**config.mk**
```make
export PLATFORM = sky130hd
export DESIGN_NAME = jrt_host
export DESIGN_NICKNAME = d
export VERILOG_FILES = /design/src/jrt_pkg.sv /design/src/jrt_tck_gen.sv /design/src/jrt_host.sv
export SDC_FILE = /design/constraint.sdc
export NUM_CORES = 1
export LEC_CHECK = 0
export BUFFER_PORTS_ARGS = -buffer_cell sky130_fd_sc_hd__buf_2
export CELL_PAD_IN_SITES_DETAIL_PLACEMENT = 1
export CELL_PAD_IN_SITES_GLOBAL_PLACEMENT = 1
export CORE_MARGIN = 1
export CORE_UTILIZATION = 40
export CTS_CLUSTER_DIAMETER = 40
export DETAILED_ROUTE_END_ITERATION = 10
export PLACE_DENSITY = 0.65
export SYNTH_ARGS = -nofsm -noshare
export SYNTH_HDL_FRONTEND = slang
export SYNTH_SLANG_ARGS = --single-unit
```
**constraint.sdc**
```tcl
create_clock -name CLK_I -period 4.85 [get_ports CLK_I]
set_input_delay 0.2425 -clock CLK_I [delete_from_list [all_inputs] [get_ports CLK_I]]
set_output_delay 0.2425 -clock CLK_I [all_outputs]
set_load 0.02 [all_outputs]
```
**src/jrt_pkg.sv**
```systemverilog
// Purpose: shared constants and types for the readback tail sequencer
// Assumes: tap clock made here by dividing the system clock
// Notes: all sequence lengths in tap clock cycles
package jrt_pkg;
  localparam int unsigned CLK_PERIOD_NS = 10;
  localparam int unsigned TCK_PERIOD_NS = 120;
  localparam int unsigned TCK_HALF_CYC = (TCK_PERIOD_NS / CLK_PERIOD_NS) / 2;
  localparam logic [7:0] TCK_HALF_M1 = 8'(TCK_HALF_CYC - 1);
  localparam int unsigned CNT_W = 24;
  // instruction codes, six bits, shifted lsb first
  localparam logic [5:0] INSTR_CFG_IN = 6'h05;
  localparam logic [5:0] INSTR_START = 6'h0c;
  // restart packet, eight words of 32 bits, msb first
  localparam logic [255:0] RESTART_PKT = {32'h20000000, 32'h30008001, 32'h00000005, 32'h30008001,
                                          32'h00000007, 32'h30008001, 32'h00000000, 32'h20000000};
  localparam logic [8:0] PKT_BITS = 9'h100;
  localparam logic [CNT_W-1:0] IDLE_CLKS = 24'h00000c;
  localparam logic [CNT_W-1:0] TLR_CLKS = 24'h000005;
  // one step of the tap walk: mode-select level, data level, count
  typedef struct packed {
    logic tms;
    logic tdi;
    logic [CNT_W-1:0] cnt;
  } jrt_step_t;
  // result pushed to the user side per read bit
  typedef struct packed {
    logic valid;
    logic data;
    logic last;
  } jrt_rbit_t;
endpackage

```
**src/jrt_tck_gen.sv**
```systemverilog
// Purpose: divides the system clock into tap clock with edge strobes
// Assumes: runs while enable is high and on until the clock is back low, low between edges when idle
// Notes: rise and fall are one-cycle pulses matching output edges
`timescale 1ns/1ps
`default_nettype none
module jrt_tck_gen (
  input wire logic clk_i,
  input wire logic rst_i,
  input wire logic en_i,
  output logic tck_o,
  output logic rise_o,
  output logic fall_o
);
  logic [7:0] div_q;

  // half-period counter; tck only toggles when running or to return low
  always_ff @(posedge clk_i or posedge rst_i) begin
    if (rst_i) begin
      div_q <= 8'h00;
      tck_o <= 1'b0;
      rise_o <= 1'b0;
      fall_o <= 1'b0;
    end else begin
      rise_o <= 1'b0;
      fall_o <= 1'b0;
      if (!en_i && !tck_o) begin
        div_q <= 8'h00;
      end else if (div_q == jrt_pkg::TCK_HALF_M1) begin
        div_q <= 8'h00;
        tck_o <= ~tck_o;
        rise_o <= ~tck_o;
        fall_o <= tck_o;
      end else begin
        div_q <= div_q + 8'h01;
      end
    end
  end
endmodule
`default_nettype wire

```
**src/jrt_host.sv**
```systemverilog
// Purpose: tap host that runs the closing half of a configuration readback
// Assumes: tap already in data shift of the frame readout register at start
// Notes: readback bits are sampled on rising tap clock and handed out
//
// Functional notes
// hold select low for count minus one
// last readback bit shifted with select high
// select high three, low two clocks
// shift low bits 00101 lsb first
// msb 0 shifted with select high
// select high two, low two clocks
// shift restart packet 287 clocks msb first
// last packet bit with select high
// one high clock into data update
// load startup clocking instruction 01100 then 0
// one high clock into instruction update
// twelve idle clocks with select low
// five high clocks into logic reset
// direct read variant bypasses configuration input
// direct read end clears crc status
// compare only where mask bit is zero
// text mask aligns with first expected bit
// expected stream includes initial pad frame
// binary mask pairs with frame input payload
// host chooses write to read turnaround
// device sends one pad frame first
// readback stream holds no commands
// at least twelve startup idle clocks
// route update through selects into instruction shift
`timescale 1ns/1ps
`default_nettype none
module jrt_host (
  // system
  input wire logic CLK_I,
  input wire logic RST_I,
  // user command
  input wire logic START_I,
  input wire logic [23:0] RB_BITS_I,
  output logic BUSY_O,
  output logic DONE_O,
  // readback data, with mask and expected bit for checking
  input wire logic MASK_BIT_I,
  input wire logic EXP_BIT_I,
  output logic RB_VALID_O,
  output logic RB_DATA_O,
  output logic RB_LAST_O,
  output logic MISMATCH_O,
  // tap pins
  output logic TCK_O,
  output logic TMS_O,
  output logic TDI_O,
  input wire logic TDO_I
);
  typedef enum logic [6:0] {
    S_IDLE = 7'b0000001,
    S_RUN  = 7'b0000010,
    S_DONE = 7'b0000100,
    S_X3   = 7'b0001000,
    S_X4   = 7'b0010000,
    S_X5   = 7'b0100000,
    S_X6   = 7'b1000000
  } jrt_state_t;

  localparam logic [4:0] LAST_STEP = 5'd19;

  jrt_state_t st_q;
  logic [4:0] step_q;
  logic [23:0] cnt_q;
  logic [8:0] pkt_idx_q;
  logic [23:0] rb_bits_q;
  logic tck_en;
  logic tck_rise;
  logic tck_fall;
  logic tck_int;
  logic tdo_s1_q;
  logic tdo_s2_q;
  logic rb_phase_q;
  logic rb_last_q;
  logic tdi_q;
  logic tms_q;
  jrt_pkg::jrt_step_t cur;
  jrt_pkg::jrt_step_t nxt;
  jrt_pkg::jrt_rbit_t rb_q;

  // step table: one entry per segment of the walk
  function automatic jrt_pkg::jrt_step_t step_of(input logic [4:0] s, input logic [23:0] nrb);
    jrt_pkg::jrt_step_t r;
    r = '{tms: 1'b0, tdi: 1'b0, cnt: 24'h000001};
    case (s)
      5'd0: r = '{1'b0, 1'b0, nrb - 24'h000001};
      5'd1: r = '{1'b1, 1'b0, 24'h000001};
      5'd2: r = '{1'b1, 1'b0, 24'h000003};
      5'd3: r = '{1'b0, 1'b0, 24'h000002};
      5'd4: r = '{1'b0, 1'b0, 24'h000005};
      5'd5: r = '{1'b1, 1'b0, 24'h000001};
      5'd6: r = '{1'b1, 1'b0, 24'h000002};
      5'd7: r = '{1'b0, 1'b0, 24'h000002};
      5'd8: r = '{1'b0, 1'b0, 24'h00011f};
      5'd9: r = '{1'b1, 1'b0, 24'h000001};
      5'd10: r = '{1'b1, 1'b0, 24'h000001};
      5'd11: r = '{1'b1, 1'b0, 24'h000002};
      5'd12: r = '{1'b0, 1'b0, 24'h000002};
      5'd13: r = '{1'b0, 1'b0, 24'h000005};
      5'd14: r = '{1'b1, 1'b0, 24'h000001};
      5'd15: r = '{1'b1, 1'b0, 24'h000001};
      5'd16: r = '{1'b0, 1'b0, jrt_pkg::IDLE_CLKS};
      5'd17: r = '{1'b1, 1'b0, jrt_pkg::TLR_CLKS};
      default: r = '{1'b1, 1'b0, 24'h000001};
    endcase
    return r;
  endfunction

  assign cur = step_of(step_q, rb_bits_q);
  // next segment looked up once; a member select on a call result is poorly supported
  assign nxt = step_of(step_q + 5'd1, rb_bits_q);
  assign tck_en = (st_q == S_RUN);

  jrt_tck_gen u_tck (
    .clk_i(CLK_I),
    .rst_i(RST_I),
    .en_i(tck_en),
    .tck_o(tck_int),
    .rise_o(tck_rise),
    .fall_o(tck_fall)
  );

  // tdo comes from the device side, two flops before use
  always_ff @(posedge CLK_I or posedge RST_I) begin
    if (RST_I) begin
      tdo_s1_q <= 1'b0;
      tdo_s2_q <= 1'b0;
    end else begin
      tdo_s1_q <= TDO_I;
      tdo_s2_q <= tdo_s1_q;
    end
  end

  // data bit for the current segment, from the counter position
  function automatic logic tdi_of(input logic [4:0] s, input logic [23:0] c, input logic [8:0] p);
    logic b;
    b = 1'b0;
    case (s)
      5'd4: b = jrt_pkg::INSTR_CFG_IN[c[2:0]];
      5'd5: b = jrt_pkg::INSTR_CFG_IN[5];
      5'd8: b = (p >= jrt_pkg::PKT_BITS) ? 1'b0 : jrt_pkg::RESTART_PKT[8'd255 - p[7:0]]; // zero past packet
      5'd9: b = jrt_pkg::RESTART_PKT[0];
      5'd13: b = jrt_pkg::INSTR_START[c[2:0]];
      5'd14: b = jrt_pkg::INSTR_START[5];
      default: b = 1'b0;
    endcase
    return b;
  endfunction

  // sequencer: pins change on falling tap edge, device samples on rising
  always_ff @(posedge CLK_I or posedge RST_I) begin
    if (RST_I) begin
      st_q <= S_IDLE;
      step_q <= 5'd0;
      cnt_q <= 24'h000000;
      pkt_idx_q <= 9'h000;
      rb_bits_q <= 24'h000000;
      tms_q <= 1'b1;
      tdi_q <= 1'b0;
    end else begin
      case (st_q)
        S_IDLE: begin
          if (START_I && RB_BITS_I > 24'h000001) begin
            rb_bits_q <= RB_BITS_I;
            step_q <= 5'd0;
            cnt_q <= 24'h000000;
            pkt_idx_q <= 9'h000;
            tms_q <= 1'b0;
            tdi_q <= 1'b0;
            st_q <= S_RUN;
          end
        end
        S_RUN: begin
          if (tck_fall) begin
            if (cnt_q + 24'h000001 >= cur.cnt) begin
              cnt_q <= 24'h000000;
              if (step_q == LAST_STEP - 5'd2) begin
                st_q <= S_DONE;
                tms_q <= 1'b1;
                tdi_q <= 1'b0;
              end else begin
                step_q <= step_q + 5'd1;
                tms_q <= nxt.tms;
                // packet index not yet advanced here, so the packet opens on its msb
                tdi_q <= tdi_of(step_q + 5'd1, 24'h000000, pkt_idx_q);
              end
            end else begin
              cnt_q <= cnt_q + 24'h000001;
              tdi_q <= tdi_of(step_q, cnt_q + 24'h000001, pkt_idx_q + 9'h001);
            end
            if (step_q == 5'd8) begin
              pkt_idx_q <= pkt_idx_q + 9'h001;
            end
          end
        end
        S_DONE: st_q <= S_IDLE;
        default: st_q <= S_IDLE;
      endcase
    end
  end

  // readback capture; tdo valid at the rising edges of steps 0 and 1
  always_ff @(posedge CLK_I or posedge RST_I) begin
    if (RST_I) begin
      rb_phase_q <= 1'b0;
      rb_last_q <= 1'b0;
    end else begin
      rb_phase_q <= tck_rise && st_q == S_RUN && (step_q == 5'd0 || step_q == 5'd1);
      rb_last_q <= tck_rise && step_q == 5'd1;
    end
  end

  // sample after the synchroniser has settled the rising-edge data
  always_ff @(posedge CLK_I or posedge RST_I) begin
    if (RST_I) begin
      rb_q <= '0;
      MISMATCH_O <= 1'b0;
    end else begin
      rb_q <= '{valid: rb_phase_q, data: tdo_s2_q, last: rb_last_q};
      if (START_I && st_q == S_IDLE) begin
        MISMATCH_O <= 1'b0;
      end else if (rb_phase_q && !MASK_BIT_I && tdo_s2_q != EXP_BIT_I) begin
        MISMATCH_O <= 1'b1;
      end
    end
  end

  // registered pins and status
  always_ff @(posedge CLK_I or posedge RST_I) begin
    if (RST_I) begin
      TCK_O <= 1'b0;
      TMS_O <= 1'b1;
      TDI_O <= 1'b0;
      BUSY_O <= 1'b0;
      DONE_O <= 1'b0;
      RB_VALID_O <= 1'b0;
      RB_DATA_O <= 1'b0;
      RB_LAST_O <= 1'b0;
    end else begin
      TCK_O <= tck_int;
      TMS_O <= tms_q;
      TDI_O <= tdi_q;
      BUSY_O <= (st_q == S_RUN);
      DONE_O <= (st_q == S_DONE);
      RB_VALID_O <= rb_q.valid;
      RB_DATA_O <= rb_q.data;
      RB_LAST_O <= rb_q.last;
    end
  end
endmodule
`default_nettype wire

```
==> impl_metrics.toml <==
[outcome]
outcome = "finished clean"

[sta]
slew_violations = 0
slew_headroom = 0.491
skew_ps = 10.6
holdWs_ps = 98.9
fmaxAchievable_mhz = 234
period_share = 0.883
setup_ws_ps = 570
rsz0062_at_grt = "false"
setup_violations = 0
period_needed_ps = 4280
hold_viol = 0
setup_tns_ps = 0
max_slew.worst_pin.slew_ps = 757

[power_and_ir_drop]
total_power_mw = 2.55
p_leak_nw = 3.05
power_density_nw_per_um2 = 383
max-vdd-ir-drop_v = 0.000227

[die]
die-area_um2 = 15300
initial_core_util = 0.410
dieWidth_um = 124
io_pins = 39
coreArea_um2 = 14500
rows = 44
die_y_um = 124

[logic_synthesis]
synthCells = 626
yosysSeqAreaShare = 0.397
yosysMostFrequentCell = "dfrtp_1"
syn-cell-area_um2 = 5930
synth_edf_count = 0
syn_nets = 694
async_flop_share = 1.00
synth_cell_types = 70
synth_commonest_cells = "91 x dfrtp_1, 66 x nand2_1, 41 x nor2_1"
synth_area_leader_cell = "dfrtp_1"
avgSynthCellArea_um2 = 9.47
synthTopCellsByArea = "dfrtp_1 38%, ha_1 8.0%, xnor2_1 4.4%"
synth_top_cell_area_share = 0.384
yosys_warnings = 0
synth_flop_cell = "dfrtp_1"
ys_ff_latch = 94

[clock_tree]
clock_latency_ps = 350
numCtsBuffers = 9
cts_tree = "yes"
cts_root_buffer = "clkbuf_16"
clock-sinks = 94
cts.htree.levels = 3
clk_pin_slew_ps = 70
cts_resized = 0
post_cts_buffers = 0
hold_buffers = 2
clock_tree.buffer_depth = 2

[worst_setup_path]
critPathCapture = "step_q[0]"
reg2reg_setup_slack_ps = 570
required_ps = 5130
cp_max_fo = 5
critical_path_class = "reg -> reg"
crit_path_start = "rb_bits_q[3]"
rr_endpoint = "step_q[0]"
crit_path_start_kind = "flip-flop"
slowest_stage = "or4_4"
endpoint_kind = "flip-flop"
worstPathCellList = "nor4_1, nand2_1, or4_4, nand2b_4, nor4_2, xor2_1, nand2_1, ha_1, a21o_1, a21oi_1, o2111ai_1, a211oi_1, a21oi_1, a31oi_1, mux2_2"
worst_r2r_path_depth = 15
crit_path_max_incr_delay_ps = 470
arrival_ps = 4560
r2r-start = "rb_bits_q[3]"

[final_layout]
final_cells = 851
ff_latch_area_um2 = 2360
area.growth.synth_to_final_pct = 12.2
final_nets = 730
multi_input_area_um2 = 3390
nFillCells = 1641
drive_gt1_frac = 0.165
final_area_um2 = 6650
fin_util = 0.460
diodes = 0

[global_routing]
grt_pass1_vias = 4932
grtUsageMet2 = 0.327
grt_max_degree = 55
grt.met1_usage = 0.300
grt-busiest-layer = "met2"
antenna_found_initial = 0
gr-total-overflow = 0
grt_pass1_wl_um = 24900
met3_usage = 0.0284
track_usage = 0.210

[route]
wirelength_um = 14600
drc = 0
postRouteAntennaNets = 0
drtPass1Iterations = 4
drtIter0Drc = 229
viasPerCell = 5.60
post_drt_wl_per_cell_um = 17.2
vias = 4767

[place]
io_buffers = 38
post-place-ws_ps = 542
hpwl_um = 11000
placed_area_um2 = 6310
place_congestion = 0.848
dp_cells = 833

[worst_hold_path]
hp-class = "in -> reg"

[job]
cap_violations = 0
==> logic make-up after synthesis <==
logic type               after synthesis  synth area share
adder cells (fa/ha/maj)               38            0.0802
flip-flops                            94             0.397
AND/OR/NAND/NOR                      235             0.209
multiplexers                          24            0.0454
buffers and inverters                 46            0.0327
AO/OA/AOI/OAI                        131             0.149
XOR/XNOR                              58            0.0857
==> cell type report <==
| type | count | area share |
|---|---|---|
| inverter | 23 | 0.0134 |
| clock inverter | 6 | 0.0141 |
| sequential | 94 | 0.354 |
| multi-input combinational | 486 | 0.509 |
| timing repair buffer | 48 | 0.0406 |
| tap | 184 | 0.0346 |
| clock buffer | 10 | 0.0344 |
==> cells in the final DEF, fill, tap and decap left out, types with 8 or more instances in the layout <==
cell,Yosys,layout
nand3_1,26,26
inv_1,23,22
and3_1,12,12
buf_2,6,38
nor4_1,17,16
nor3b_1,8,8
o21ai_0,31,31
a21o_1,14,14
ha_1,38,38
mux2_2,23,23
nand2_1,66,66
xor2_1,28,28
a22o_1,16,16
xnor2_1,30,30
nor3_1,15,15
buf_4,1,8
nand2b_1,9,9
dfrtp_1,91,91
nand4_1,8,8
clkbuf_16,0,9
nor2_1,41,41
a21oi_1,26,26
==> state kept, by name, summed over array words and instances, names as in the netlist, 3 cells and up <==
name         flops
rb_bits_q       24
rb_q             3
pkt_idx_q        9
cnt_q           24
step_q           5
u_tck.div_q      8
st_q             3
==> critical path, delay by kind of cell (launching register included) <==
family,cells,cell delay (ps)
XOR/XNOR,1,170
multiplexers,1,250
flip-flops,1,400
adder cells (fa/ha/maj),1,320
AO/OA/AOI/OAI,6,1600
AND/OR/NAND/NOR,6,1490
==> metal layers <==
metal	wire, µm	vias to the layer above
met1	7410	2364
met5	0	-
met3	396	14
li1	-	2331
met4	198	0
met2	6620	58
==> worst min-delay path by stage <==
stage / start / to / cells after the start
floorplan: TDO_I / tdo_s1_q / 0
global placement: RST_I / rb_bits_q[7] / 2
detailed placement: RST_I / rb_bits_q[7] / 2
CTS: RB_BITS_I[0] / rb_bits_q[0] / 3
global route: RB_BITS_I[0] / rb_bits_q[0] / 3
finish: RB_BITS_I[0] / rb_bits_q[0] / 3
==> power breakdown <==
group	leakage (nW)	total (mW)	internal [mW]	switching [mW]
clock network	0.153	0.767	0.456	0.311
registers	1.24	1.06	0.904	0.155
logic	1.66	0.720	0.332	0.388
total	3.05	2.55	1.69	0.855
(Power assumes the default switching activity.)
